$ cat config.mk
export PLATFORM = sky130hd
export DESIGN_NAME = rdp_regs
export DESIGN_NICKNAME = d
export VERILOG_FILES = /design/src/inc/rdp_pkg.sv /design/src/inc/rdp_tmr_if.sv /design/src/hdl/rdp_pg_timer.sv /design/src/hdl/rdp_regs.sv
export SDC_FILE = /design/constraint.sdc
export NUM_CORES = 1
export LEC_CHECK = 0
export ABC_AREA = 1
export BUFFER_PORTS_ARGS = -buffer_cell sky130_fd_sc_hd__buf_2
export CORE_UTILIZATION = 53
export DETAILED_ROUTE_END_ITERATION = 8
export GPL_TIMING_DRIVEN = 1
export PLACE_DENSITY_LB_ADDON = 0.2
export SLEW_MARGIN = 30
export SYNTH_ARGS = -nofsm -noshare
export SYNTH_HDL_FRONTEND = slang
export SYNTH_SLANG_ARGS = --single-unit
$ cat constraint.sdc
create_clock -name clk -period 4.45 [get_ports clk]
set_input_delay 1.335 -clock clk [delete_from_list [all_inputs] [get_ports clk]]
set_output_delay 1.335 -clock clk [all_outputs]
set_load 0.02 [all_outputs]
$ cat src/inc/rdp_pkg.sv
package rdp_pkg;
	// register offsets
	localparam logic [7:0] RDP_OFS_BANK_A = 8'h40;
	localparam logic [7:0] RDP_OFS_BANK_B = 8'h41;
	localparam logic [7:0] RDP_OFS_BANK_C = 8'h42;
	localparam logic [7:0] RDP_OFS_PG = 8'h43;
	// values after reset
	localparam logic [7:0] RDP_RST_BANK_A = 8'h55;
	localparam logic [7:0] RDP_RST_BANK_B = 8'h45;
	localparam logic [7:0] RDP_RST_BANK_C = 8'h01;
	localparam logic [7:0] RDP_RST_PG = 8'h00;
	// writable bits; the rest read as zero
	localparam logic [7:0] RDP_MASK_BANK_C = 8'h3f;
	localparam logic [7:0] RDP_MASK_PG = 8'h07;
	// rail count and flat field vector width
	localparam int RDP_RAILS = 11;
	localparam int RDP_SEL_W = 2 * RDP_RAILS;
	// discharge field codes
	localparam logic [1:0] RDP_DIS_NONE = 2'h0;
	localparam logic [1:0] RDP_DIS_100 = 2'h1;
	localparam logic [1:0] RDP_DIS_200 = 2'h2;
	localparam logic [1:0] RDP_DIS_500 = 2'h3;
	// clock and delay step timing
	localparam int RDP_CLK_MHZ = 250;
	localparam int RDP_STEP_US = 500;
	localparam int RDP_STEP_CYCLES = RDP_CLK_MHZ * RDP_STEP_US;
	// nominal delays in microseconds
	localparam int RDP_DLY_000_US = 2500;
	localparam int RDP_DLY_001_US = 5000;
	localparam int RDP_DLY_010_US = 10000;
	localparam int RDP_DLY_011_US = 15000;
	localparam int RDP_DLY_100_US = 20000;
	localparam int RDP_DLY_101_US = 50000;
	localparam int RDP_DLY_11X_US = 100000;
	// output three usage
	typedef enum logic [1:0] {RDP_OUT_GOOD, RDP_OUT_SHIFT, RDP_OUT_HOST} rdp_out_mode_type;

	// delay code to count of steps
	function automatic logic [7:0] rdp_delay_steps(input logic [2:0] code);
		int us;
		us = RDP_DLY_11X_US;
		case (code)
			3'h0: us = RDP_DLY_000_US;
			3'h1: us = RDP_DLY_001_US;
			3'h2: us = RDP_DLY_010_US;
			3'h3: us = RDP_DLY_011_US;
			3'h4: us = RDP_DLY_100_US;
			3'h5: us = RDP_DLY_101_US;
			default: us = RDP_DLY_11X_US;
		endcase
		return 8'(us / RDP_STEP_US);
	endfunction : rdp_delay_steps
endpackage : rdp_pkg

$ cat src/inc/rdp_tmr_if.sv
// carrier between register bank and power-good timer
interface rdp_tmr_if;
	logic run; // group in regulation and delay in use
	logic [2:0] code; // delay code
	logic good; // delay expired
	modport ctl(output run, output code, input good);
	modport tmr(input run, input code, output good);
endinterface : rdp_tmr_if

$ cat src/hdl/rdp_pg_timer.sv
module rdp_pg_timer import rdp_pkg::*; #(
	parameter int STEP_CYCLES = RDP_STEP_CYCLES
) (
	input wire logic clk,
	input wire logic reset,
	rdp_tmr_if.tmr t
);
	localparam int PW = $clog2(STEP_CYCLES + 1);
	localparam logic [PW-1:0] PRESC_LAST = PW'(STEP_CYCLES - 1);

	logic [PW-1:0] presc_r; // cycles within one step
	logic [7:0] steps_r; // whole steps elapsed
	logic good_r; // delay expired
	logic [7:0] target; // steps for current code
	logic step_end; // last cycle of a step
	logic hit; // target reached

	assign target = rdp_delay_steps(t.code);
	assign step_end = presc_r == PRESC_LAST;
	assign hit = step_end && (steps_r == 8'(target - 8'h1));
	assign t.good = good_r;

	always_ff @(posedge clk) begin
		if (reset || !t.run) begin
			presc_r <= '0;
			steps_r <= 8'h0;
			good_r <= 1'b0;
		end else if (!good_r) begin
			presc_r <= step_end ? '0 : PW'(presc_r + 1'b1);
			steps_r <= step_end ? 8'(steps_r + 8'h1) : steps_r;
			good_r <= hit;
		end
	end
endmodule : rdp_pg_timer

$ cat src/hdl/rdp_regs.sv
// Notes on behaviour
// - enabled rail forces its discharge field 00
// - field 00 none, 01/10/11 100/200/500 ohm
// - bank a at 40h, stepdown four..one
// - bank b at 41h, linear two..stepdown five
// - bank c at 42h, top two bits reserved
// - delay register 43h, three-bit code
// - delay starts once group in regulation
// - delay codes map to nominal times
// - delay accurate within ten percent
// - host-driven output ignores the delay code
// - output three: good, shifter or host
// - enable bit zero overrides control pins
module rdp_regs import rdp_pkg::*; #(
	parameter int STEP_CYCLES = RDP_STEP_CYCLES
) (
	input wire logic clk,
	input wire logic reset,
	input wire logic reg_wr,
	input wire logic reg_rd,
	input wire logic [7:0] reg_addr,
	input wire logic [7:0] reg_wdata,
	output logic [7:0] reg_rdata,
	input wire logic [RDP_RAILS-1:0] rail_enable_bit,
	input wire logic [RDP_RAILS-1:0] rail_pin_req,
	output logic [RDP_RAILS-1:0] rail_on,
	output logic [RDP_SEL_W-1:0] discharge_sel,
	output logic [RDP_RAILS-1:0] discharge_100,
	output logic [RDP_RAILS-1:0] discharge_200,
	output logic [RDP_RAILS-1:0] discharge_500,
	input wire logic group_in_regulation,
	input wire logic shift_level_pin,
	input rdp_out_mode_type out_mode,
	input wire logic host_level,
	input wire logic vtt_use,
	output logic general_output_three,
	output logic vtt_enable
);
	localparam int SW = RDP_RAILS + 2;
	// field vector after reset, so the decode starts aligned with it
	localparam logic [RDP_SEL_W-1:0] RST_SEL = {RDP_RST_BANK_C[5:0], RDP_RST_BANK_B,
		RDP_RST_BANK_A};

	// pin synchronisers
	logic [SW-1:0] sync1_r;
	logic [SW-1:0] sync2_r;
	logic [RDP_RAILS-1:0] req_s; // synced control pin requests
	logic reg_s; // synced regulation level
	logic shift_s; // synced shifter input

	// register bank state
	logic [7:0] bank_a_r;
	logic [7:0] bank_b_r;
	logic [7:0] bank_c_r;
	logic [7:0] pg_r;
	logic [7:0] bank_a_nxt;
	logic [7:0] bank_b_nxt;
	logic [7:0] bank_c_nxt;
	logic [7:0] pg_nxt;
	logic [7:0] rdata_r;
	logic [RDP_SEL_W-1:0] on_mask; // two bits per enabled rail
	logic [RDP_SEL_W-1:0] sel_nxt;

	// decoded outputs
	logic [RDP_RAILS-1:0] r100_r;
	logic [RDP_RAILS-1:0] r200_r;
	logic [RDP_RAILS-1:0] r500_r;
	logic out3_r;
	logic out3_nxt;
	logic vtt_r;
	logic [RDP_RAILS-1:0] dec_ok; // decode agrees with stored field, per rail

	// address decode
	wire hit_a = reg_addr == RDP_OFS_BANK_A;
	wire hit_b = reg_addr == RDP_OFS_BANK_B;
	wire hit_c = reg_addr == RDP_OFS_BANK_C;
	wire hit_pg = reg_addr == RDP_OFS_PG;
	wire [7:0] rd_mux = hit_a ? bank_a_r : hit_b ? bank_b_r :
		hit_c ? bank_c_r : hit_pg ? pg_r : 8'h00;

	rdp_tmr_if tif();

	// two-flop pin capture
	always_ff @(posedge clk) begin
		if (reset) begin
			sync1_r <= '0;
			sync2_r <= '0;
		end else begin
			sync1_r <= {rail_pin_req, group_in_regulation, shift_level_pin};
			sync2_r <= sync1_r;
		end
	end
	assign req_s = sync2_r[SW-1:2];
	assign reg_s = sync2_r[1];
	assign shift_s = sync2_r[0];

	assign rail_on = rail_enable_bit & req_s;

	// per-rail mask and discharge decode
	genvar k;
	generate
		for (k = 0; k < RDP_RAILS; k++) begin : g_rail
			assign on_mask[2*k+1:2*k] = {2{rail_on[k]}};
			assign dec_ok[k] = discharge_100[k] == (discharge_sel[2*k+:2] == RDP_DIS_100)
				&& discharge_200[k] == (discharge_sel[2*k+:2] == RDP_DIS_200)
				&& discharge_500[k] == (discharge_sel[2*k+:2] == RDP_DIS_500);
			// resistance decode, reset value decoded from reset fields
			always_ff @(posedge clk) begin
				if (reset) begin
					r100_r[k] <= RST_SEL[2*k+:2] == RDP_DIS_100;
					r200_r[k] <= RST_SEL[2*k+:2] == RDP_DIS_200;
					r500_r[k] <= RST_SEL[2*k+:2] == RDP_DIS_500;
				end else begin
					r100_r[k] <= sel_nxt[2*k+1:2*k] == RDP_DIS_100;
					r200_r[k] <= sel_nxt[2*k+1:2*k] == RDP_DIS_200;
					r500_r[k] <= sel_nxt[2*k+1:2*k] == RDP_DIS_500;
				end
			end
		end
	endgenerate

	// bank a write; enabled rail clears
	assign bank_a_nxt = ((reg_wr && hit_a) ? reg_wdata : bank_a_r) & ~on_mask[7:0];
	// bank b write; enabled rail clears
	assign bank_b_nxt = ((reg_wr && hit_b) ? reg_wdata : bank_b_r) & ~on_mask[15:8];
	assign bank_c_nxt = ((reg_wr && hit_c) ? reg_wdata : bank_c_r) & RDP_MASK_BANK_C
		& ~{2'h0, on_mask[RDP_SEL_W-1:16]};
	assign pg_nxt = (reg_wr && hit_pg) ? (reg_wdata & RDP_MASK_PG) : pg_r;
	assign sel_nxt = {bank_c_nxt[5:0], bank_b_nxt, bank_a_nxt};

	// register storage and read capture
	always_ff @(posedge clk) begin
		if (reset) begin
			bank_a_r <= RDP_RST_BANK_A;
			bank_b_r <= RDP_RST_BANK_B;
			bank_c_r <= RDP_RST_BANK_C;
			pg_r <= RDP_RST_PG;
			rdata_r <= 8'h00;
		end else begin
			bank_a_r <= bank_a_nxt;
			bank_b_r <= bank_b_nxt;
			bank_c_r <= bank_c_nxt;
			pg_r <= pg_nxt;
			rdata_r <= reg_rd ? rd_mux : rdata_r;
		end
	end

	// timer idle when host-driven and no termination use
	assign tif.run = reg_s && (out_mode != RDP_OUT_HOST || vtt_use);
	assign tif.code = pg_r[2:0];

	rdp_pg_timer #(.STEP_CYCLES(STEP_CYCLES)) u_timer (
		.clk(clk),
		.reset(reset),
		.t(tif.tmr)
	);

	always_comb begin
		out3_nxt = 1'b0;
		unique case (out_mode)
			RDP_OUT_GOOD: out3_nxt = tif.good;
			RDP_OUT_SHIFT: out3_nxt = tif.good & shift_s;
			RDP_OUT_HOST: out3_nxt = host_level;
			default: out3_nxt = 1'b0;
		endcase
	end

	// output three and termination enable
	always_ff @(posedge clk) begin
		if (reset) begin
			out3_r <= 1'b0;
			vtt_r <= 1'b0;
		end else begin
			out3_r <= out3_nxt;
			vtt_r <= vtt_use & tif.good;
		end
	end

	assign reg_rdata = rdata_r;
	assign discharge_sel = {bank_c_r[5:0], bank_b_r, bank_a_r};
	assign discharge_100 = r100_r;
	assign discharge_200 = r200_r;
	assign discharge_500 = r500_r;
	assign general_output_three = out3_r;
	assign vtt_enable = vtt_r;
endmodule : rdp_regs

# After elaboration in Yosys (flattened, before gate mapping)
# Cells that the tools add are included.
[word_totals] output_inout_bits=76 latch_bits=0 n_memories=0 reg_bits=122 rom_bits=0 ram_bits=0
[op_classes] n_mul=0 shift=0 n_addsub=3 n_mux=11 reduce_logical=12 n_bitwise=10 magnitude_cmp=0 n_div=1 n_eq_ne=47
[ops] op="$pmux W17 S6" n=1
[ops] op="$eq A2 B2 Y1 const B" n=23
[ops] op="$mux W8" n=5
[ops] op="$div A32 B10 Y32 const B" n=1
[ops] op="$eq A8 B7 Y1 const B" n=4
[ops] op="$eq A2 B1 Y1 const B" n=12
[ops] op="$add A17 B1 Y17 const B" n=1
[ops] op="$eq A17 B17 Y1 const B" n=1
[ops] op="$mux W17" n=1
[ops] op="$and A8 B8 Y8" n=2
[ops] op="$not A8 Y8" n=2
[ops] op="$and A11 B11 Y11" n=1
[ops] op="$add A8 B1 Y8 const B" n=1
[ops] op="$and A6 B8 Y8" n=1
[ops] op="$eq A8 B8 Y1" n=1
[ops] op="$not A6 Y8" n=1
[ops] op="$sub A8 B1 Y8 const B" n=1
[ops] op="$eq A3 B2 Y1 const B" n=2
[ops] op="$eq A3 B3 Y1 const B" n=2
[ops] op="$logic_and A1 B1 Y1" n=6
[ops] op="$mux W6" n=1
[ops] op="$eq A3 B1 Y1 const B" n=1
[ops] op="$logic_not A3 Y1" n=1
[ops] op="$mux W3" n=1
[ops] op="other kinds (9)" n=11

# Longest topological paths before layout
# Gate-level depths: netlist (run 1).
[depth] word_depth=7 ltp_mapped=32

# Cells and area by module
# Synthesis (run 1) repeated with hierarchy kept, for this count alone.
[hier_totals] cells_unflattened=1060 area_unflattened_um2=7058.0
[by_module_without_submodules] module="rdp_regs" cells_per_inst=479 seq_area_each_um2=1881.8 instances=1 area_each_um2=3653.5
[by_module_without_submodules] module="rdp_pg_timer" cells_per_inst=581 seq_area_each_um2=520.5 instances=1 area_each_um2=3404.5

# Worst setup path after synthesis (run 1)
# No wires, ideal clock.
[synth_path] path_type="reg2reg" start="register pg_r[2]" end="register u_timer.good_r (netlist: u_timer.t.good)" t_arrival_ps=3673 path_slack_ps=708 period_less_slack_ps=3742 path_buffers=0 stages_incl_launch_ff=32 required_time_ps=4381 setup_ps=69 path_cell_list="dfxtp_1 > inv_4 > nand3_2 > nand2_2 > inv_1 > nand2_1 > ha_1 > inv_1 > nand3_2 > nand2_2 > inv_2 > nand2_4 > inv_1 > ha_1 > nand2_2 > nand3_4 > nand2_2 > nand2_2 > a21oi_1 > ha_1 > inv_1 > nand3_2 > inv_1 > ha_1 > xnor2_1 > nor4_1 > nand3_1 > nor2_1 > nand3_2 > nor2_2 > nand3_1 > a21oi_2"
[synth_between] elab_chain_cells=7 elab_cells_between_ends=12 classes_between="1 x add/sub; 1 x div; 6 x eq/ne; 2 x mux; 2 x reduce/logical"
[synth_rtl] item="start: declaration" line="rdp_regs.sv:55" text="logic [7:0] pg_r;"
[synth_rtl] item="start signal: assignment" line="rdp_regs.sv:143" text="pg_r <= pg_nxt;"
[synth_rtl] item="$eq A3 B3 Y1 (tied with other cells)" line="rdp_pkg.sv:42" text="case (code)"
[synth_rtl] item="$pmux W17 S6 *" line="rdp_pkg.sv:42"
[synth_rtl] item="$div A32 B10 Y32 *" line="rdp_pkg.sv:51" text="return 8'(us / RDP_STEP_US);"
[synth_rtl] item="$sub A8 B1 Y8 *" line="rdp_pg_timer.sv:20" text="assign hit = step_end && (steps_r == 8'(target - 8'h1));"
[synth_rtl] item="$eq A8 B8 Y1 *" line="rdp_pg_timer.sv:20"
[synth_rtl] item="$logic_and A1 B1 Y1 *" line="rdp_pg_timer.sv:20"
[synth_rtl] item="$mux W1 *" line="rdp_pg_timer.sv:28" text="end else if (!good_r) begin"
[synth_rtl] item="end signal: assignment" line="rdp_pg_timer.sv:31" text="good_r <= hit;"
[synth_rtl] item="end: declaration" line="rdp_pg_timer.sv:13" text="logic good_r;"
# Every way passes the cells marked *; elsewhere a longest branch is shown, timed or not.
# A chain may end at the register's enable or synchronous reset.

# Worst setup path after layout (run 1)
[layout_path] start="register pg_r[0]" end="register u_timer.good_r (netlist: u_timer.t.good)"
# The elaborated chain is that of the path after synthesis.

==> results_dict.tcl, run 1 <==
set metrics [dict create \
    status "completed" \
    synthCells 674 \
    syn_avg_cell_area_sq_um 7.427 \
    htreeDepth 4 \
    ys_async_sr_fraction_pct 0 \
    hold_viol 0 \
    holdBufCountCts 0 \
    final-seq-area_sq_um 2405 \
    synthTopCellsByCount "125 x inv_1, 120 x dfxtp_1, 120 x nor2_1, 94 x nand2_1, 40 x a21oi_1" \
    layoutNonFillerInstCount 933 \
    yosysUniqueCellTypes 38 \
    wire_per_inst_um 13.00 \
    wirelength_mm 12.13 \
    cts_buffers 17 \
    synth_area_sq_um 5006 \
    fin_hold_ws_ns 0.3993 \
    slew_violations 0 \
    track_usage_pct 26.06 \
    globalRouteOverflowTotal 0 \
    path_clk_slew_ns 0.06 \
    die_w_um 99.19 \
    dr.first_iter.drc_count 197 \
    worstMarginPinSlew_ns 0.5076 \
    n_antenna_cell 0 \
    clk_latency_ns 0.53 \
    fin_crit_sh_pct 90.68 \
    timing.fmax_mhz 247.8 \
    layout-drive-gt1-share_pct 23.97 \
    ir_drop_mv 0.3174 \
    yosysSeqAreaShare_pct 47.99 \
    grt_pass1_vias 4496 \
    slew_headroom_pct 65.85 \
    power_leakage_nw 3.170 \
    synth_area_leaders "dfxtp_1 48%, inv_1 9.4%, nor2_1 9.0%, nand2_1 7.0%, a21oi_1 4.0%" \
    fin_setup_tns_ns 0 \
    via_per_inst 4.984 \
    utilization_pct 68.65 \
    core_sq_um 9196 \
    slowest_delay_ns 0.39 \
    fp.dieArea_sq_um 9838 \
    clock_path_buffers 2 \
    max-cap-violations 0 \
    tritoncts "done" \
    synth_top_area_cell "dfxtp_1" \
    hp-class "reg2reg" \
    yosys_warnings 0 \
    post-place-cells 901 \
    initial_core_util_pct 54.44 \
    fillers 762 \
    die_h_um 99.19 \
    ys_ff_latch 120 \
    drc_errors 0 \
    crit_start "pg_r[0]" \
    io_pins 124 \
    fin_nets 866 \
    min_period_ns 4.035 \
    multiInputGateArea_sq_um 2049 \
    clockRootBuffer "clkbuf_8" \
    total_power_w 0.002531 \
    yosys_most_used_dff "dfxtp_1" \
    yosysTopAreaCellShare_pct 47.99 \
    required_ns 4.90 \
    cp_max_fo 8 \
    num_vias 4650 \
    setup_viol 0 \
    rows 35 \
    cts.sinks 120 \
    critPathSlowestCell "dfxtp_1" \
    fin_worst_skew_ns 0.008512 \
    critical_path_class "reg2reg" \
    dp_hpwl_mm 8.814 \
    syn_to_final_growth_pct 26.12 \
    first_pass_iters 5 \
    synth_most_common_cell "inv_1" \
    cp-start-kind "register" \
    p_per_area_nw_per_um2 401.0 \
    final_antenna_net_count 0 \
    grt_pass1_wl_mm 20.08 \
    syn-num-nets 731 \
    min_from "sync1_r[6]" \
    grt_max_degree 39 \
    r2r-start "pg_r[0]" \
    antenna_found_initial 0 \
    cp.arrival_ns 4.49 \
    port-buffer-count 123 \
    synth-edff-count 0 \
    rsz0062_at_grt "false" \
    gp_congestion 0.8399 \
    endpoint_kind "register" \
]
[cell families after synthesis]
family	share of synthesized area (%)
AOI/OAI and AO/OA	10.25
and+or+nand+nor	26.87
DFF	47.99
adders and majority gates	2.249
buffers and inverters	11.07
xor gates and xnor gates	1.574
[timing repair]
action,in CTS,in global routing
endpoints found under the setup margin,0,1
resized for setup,0,2
buffers inserted,0,0
endpoints found under the hold margin,0,0
[worst paths after layout]
| path | slack, ns | end | cells after the start |
|---|---|---|---|
| min reg2reg | 0.40 | sync2_r[6] | 2 |
| max | 0.41 | u_timer.t.good | 32 |
| min | 0.40 | sync2_r[6] | 2 |
| max reg2reg | 0.41 | u_timer.t.good | 32 |
[through the flow]
stage          instance area (sq um)  setup WS [ns]
2_1_floorplan                   5006         0.7083
3_3_place_gp                    5742         0.4481
3_5_place_dp                    5742         0.3793
4_1_cts                         6311         0.3261
5_1_grt                         6314        0.01530
6_report                        6314         0.4148
[sequential cells by signal (all words and copies together), names as in the netlist]
register and flops:
u_timer.presc_r 17, sync2_r 13, reg_rdata 8, discharge_200 11, bank_c_r 6, general_output_three 1
u_timer.t.good 1, pg_r 3, bank_b_r 8, sync1_r 13, discharge_100 11, u_timer.steps_r 8
bank_a_r 8, discharge_500 11, vtt_enable 1
[per-layer routing]
| layer | up-vias | wire [um] | share of wire, % | global-route usage, % |
|---|---|---|---|---|
| met5 | - | 0 | 0 | 0 |
| met4 | 0 | 261 | 2.2 | 10.97 |
| met3 | 22 | 858 | 7.1 | 9.487 |
| met2 | 149 | 5973 | 49 | 45.45 |
| met1 | 2113 | 5032 | 41 | 28.70 |
| li1 | 2366 | - | - | - |
[power by group]
part	internal [W]	switching [W]
sequential	0.00109	0.00000755
combinational	0.0000393	0.0000712
clock	0.000763	0.000557
total	0.00190	0.000635
[cell type report]
type                       count  area share (%)
sequential                   120           38.09
timing repair buffer         125           9.988
inverter                     138           8.244
clock buffer                  17           6.560
tap                          111           2.200
clock inverter                15           2.457
multi-input combinational    407           32.46
[worst max-delay path, delay by kind of cell, from the launching register on]
family,cells,cell delay [ns]
AND/OR/NAND/NOR,17,1.74
flip-flops,1,0.39
AO/OA/AOI/OAI,2,0.25
XOR/XNOR,1,0.13
adder cells (fa/ha/maj),4,0.95
buffers and inverters,8,0.46
[layout by cell type (no fill, tap or decap), types with 5 or more instances in the layout]
cell type / count
xor2_1: 5
inv_1: 125
nand3_1: 20
nand3_2: 5
nor4_1: 5
a21oi_1: 40
inv_2: 9
nand4_1: 6
inv_6: 6
nand2_2: 6
nor2_1: 120
buf_2: 123
nor2_2: 5
dfxtp_1: 118
nor3_1: 18
nand2_1: 94
clkbuf_16: 16
o21ai_0: 35
ha_1: 9
No activity file was read; power rests on OpenSTA's default activity.
==> run 2, diff against run 1 <==
ABC_AREA = default   (was 1)
==> run 2 against run 1 <==
Against the previous run:
- utilization grew 0.27 points
- global-route usage shrank 1.6 points
- register-to-register slack gained 0.09 ns
- via count shrank 15%
- critical endpoint unchanged
- cell count shrank 21%
- final area shrank 3.4%
- area after synthesis shrank 1.7%
- maximum frequency grew 2.3%
==> results_dict.tcl, run 2 <==
set metrics [dict create \
    synth-compound-area-share_pct 7.270 \
    fin_crit_sh_pct 88.67 \
    multiInputGateArea_sq_um 2349 \
    cp-start-kind "register" \
    layout-drive-gt1-share_pct 27.69 \
    fp.dieArea_sq_um 9677 \
    wire_per_inst_um 15.18 \
    worstMarginPinSlew_ns 0.9003 \
    clock_path_buffers 2 \
    ir_drop_mv 0.2936 \
    reg_top3 "u_timer.presc_r x17, sync1_r x13, sync2_r x13" \
    min_period_ns 3.946 \
    cts.sinks 120 \
    synth_top_family_by_area "simple AND/OR/NAND/NOR gates" \
    yosys_warnings 0 \
    rsz0062_at_grt "false" \
    min_from "sync1_r[1]" \
    synth_top_area_cell "dfxtp_1" \
    synth_area_sq_um 4922 \
    crit_start "pg_r[1]" \
    path_common_cell "ha_1" \
    cts_buffers 17 \
    top_usage_layer "met2" \
    critPathSlowestCell "dfxtp_1" \
    fin_nets 677 \
    fillers 715 \
    cp-endpoint "u_timer.t.good" \
    synth_area_leaders "dfxtp_1 49%, mux2i_1 6.1%, nor2b_1 5.6%, nor2_1 4.3%, xor2_1 2.8%" \
    final_antenna_net_count 0 \
    crit_buf_inv 0 \
    post-cts-setup-buffer-count 0 \
    timing.rr.end "u_timer.t.good" \
    first_pass_iters 6 \
    muxShareOfSynthArea_pct 8.160 \
    final_area_sq_um 6098 \
    htreeDepth 4 \
    antenna_found_initial 0 \
    endpoint_kind "register" \
    grt_util_met2_pct 40.41 \
    die_h_um 98.37 \
    dpl_cell_area_sq_um 5565 \
    ys_async_sr_fraction_pct 0 \
    met3_usage_pct 7.445 \
    clockRootBuffer "clkbuf_8" \
    hp-class "reg2reg" \
    fin_worst_skew_ns 0.009737 \
    syn-num-nets 564 \
    slew_violations 0 \
    rows 34 \
    dr.first_iter.drc_count 133 \
    layout.cells.most_common "buf_2" \
    hold_viol 0 \
    yosysTopAreaCellShare_pct 48.81 \
    max-cap-violations 0 \
    via_per_inst 5.364 \
    initial_core_util_pct 55.63 \
    slowest_delay_ns 0.66 \
    setup_viol 0 \
    synth_fa_ha_area_share_pct 2.491 \
    drc_errors 0 \
    dp_hpwl_mm 8.015 \
    yosysSeqAreaShare_pct 48.81 \
    grt_pass1_vias 3847 \
    r2r_setup_slack_ns 0.50 \
    gp_congestion 0.8802 \
    synthTopCellsByCount "120 x dfxtp_1, 56 x nor2_1, 44 x nor2b_1, 30 x mux2i_1, 24 x clkbuf_1" \
    top_register "u_timer.presc_r" \
    p_per_area_nw_per_um2 397.7 \
    r2r-start "pg_r[1]" \
    required_ns 4.87 \
    fin_setup_tns_ns 0 \
    synth_most_common_cell "dfxtp_1" \
    yosys_most_used_dff "dfxtp_1" \
    slew_headroom_pct 39.88 \
    cp.depth 15 \
    status "completed" \
    num_vias 3969 \
    ys_ff_latch 120 \
    clk_latency_ns 0.51 \
    timing.fmax_mhz 253.4 \
    cp_max_fo 18 \
    cp.arrival_ns 4.36 \
    tritoncts "done" \
    synth-edff-count 0 \
    crit_family "adder cells" \
    largest_register_ff_count 17 \
    met1_usage_pct 30.28 \
    track_usage_pct 24.47 \
    syn_to_final_growth_pct 23.89 \
    synth_xor_area_share_pct 4.448 \
    power_leakage_nw 2.754 \
    final-seq-area_sq_um 2404 \
    synth-simple-area-share_pct 25.27 \
    path_clk_slew_ns 0.06 \
    n_antenna_cell 0 \
    io_pins 124 \
    path_cells "nor3_1, a21o_1, ha_1, and3b_1, o21a_1, ha_1, maj3_1, o211ai_1, and3_1, o22a_1, ha_1, xnor2_1, nor3_1, nand4b_1, o31ai_1" \
    grt_max_degree 66 \
    port-buffer-count 123 \
    ff2ff_path_depth 15 \
    globalRouteOverflowTotal 0 \
    final_cell_mix "123 x buf_2, 119 x dfxtp_1, 56 x nor2_1" \
    yosysUniqueCellTypes 51 \
    synthCells 507 \
    syn_avg_cell_area_sq_um 9.709 \
    wirelength_mm 11.24 \
    die_w_um 98.37 \
    critical_path_class "reg2reg" \
    grt_pass1_wl_mm 18.51 \
    core_sq_um 8848 \
]
-- run 2: worst reg2reg max path: cells and delay by family, from the launching register on --
family	cells	cell delay (ns)
AND/OR/NAND/NOR	5	0.88
AO/OA/AOI/OAI	5	0.98
XOR/XNOR	1	0.12
flip-flops	1	0.66
adder cells (fa/ha/maj)	4	1.22
-- run 2: stage by stage --
stage | cells | total power [W] | hold slack [ns] | util, % | setup WS, ns
final | 740 | 0.002426 | 0.4342 | 68.92 | 0.5041
after global placement | 709 | 0.001219 | 0.4176 | 62.85 | 0.5812
after CTS | 740 | 0.002445 | 0.4339 | 68.91 | 0.3774
after detailed placement | 709 | 0.001222 | 0.4204 | 62.90 | 0.3778
after floorplan | 507 | 0.001178 | 0.4138 | - | 0.7823
after global routing | 740 | 0.002505 | 0.4435 | 68.92 | 0.1891
-- run 2: worst min path at each step --
| stage | cells after the start | slack [ns] | endpoint |
|---|---|---|---|
| finish | 1 | 0.43 | sync2_r[1] |
| global route | 1 | 0.44 | sync2_r[1] |
| CTS | 1 | 0.43 | sync2_r[1] |
| detailed placement | 1 | 0.42 | sync2_r[1] |
| global placement | 1 | 0.42 | sync2_r[6] |
| floorplan | 1 | 0.41 | sync2_r[0] |
-- run 2: kinds of logic after synthesis --
group | count (synthesis)
simple gates | 215
flops | 120
compound gates | 56
buf+inv | 45
mux | 36
xor+xnor | 25
fa+ha+maj | 10
-- run 2: area by class of cell --
cell class | count | share of cell area [%]
Tap cell | 108 | 2.216
Multi-Input combinational cell | 342 | 38.51
Sequential cell | 120 | 39.41
Clock inverter | 14 | 1.929
Clock buffer | 17 | 6.791
Inverter | 15 | 0.9233
Timing Repair Buffer | 124 | 10.22
-- run 2: where the power goes --
| group | internal (W) | switching (W) |
|---|---|---|
| combinational | 0.0000412 | 0.0000596 |
| clock | 0.000696 | 0.000531 |
| sequential | 0.00109 | 0.00000598 |
-- run 2: per-layer routing --
metal | wire length [um] | vias up
li1 | - | 1972
met3 | 560 | 8
met2 | 5555 | 110
met5 | 0 | -
met4 | 119 | 0
met1 | 5000 | 1879
-- run 2: what timing repair did --
item | in CTS | in global routing
endpoints found under the setup margin | 0 | 1
hold buffers | 0 | 0
hold endpoints to repair | 0 | 0
resized for setup | 0 | 1
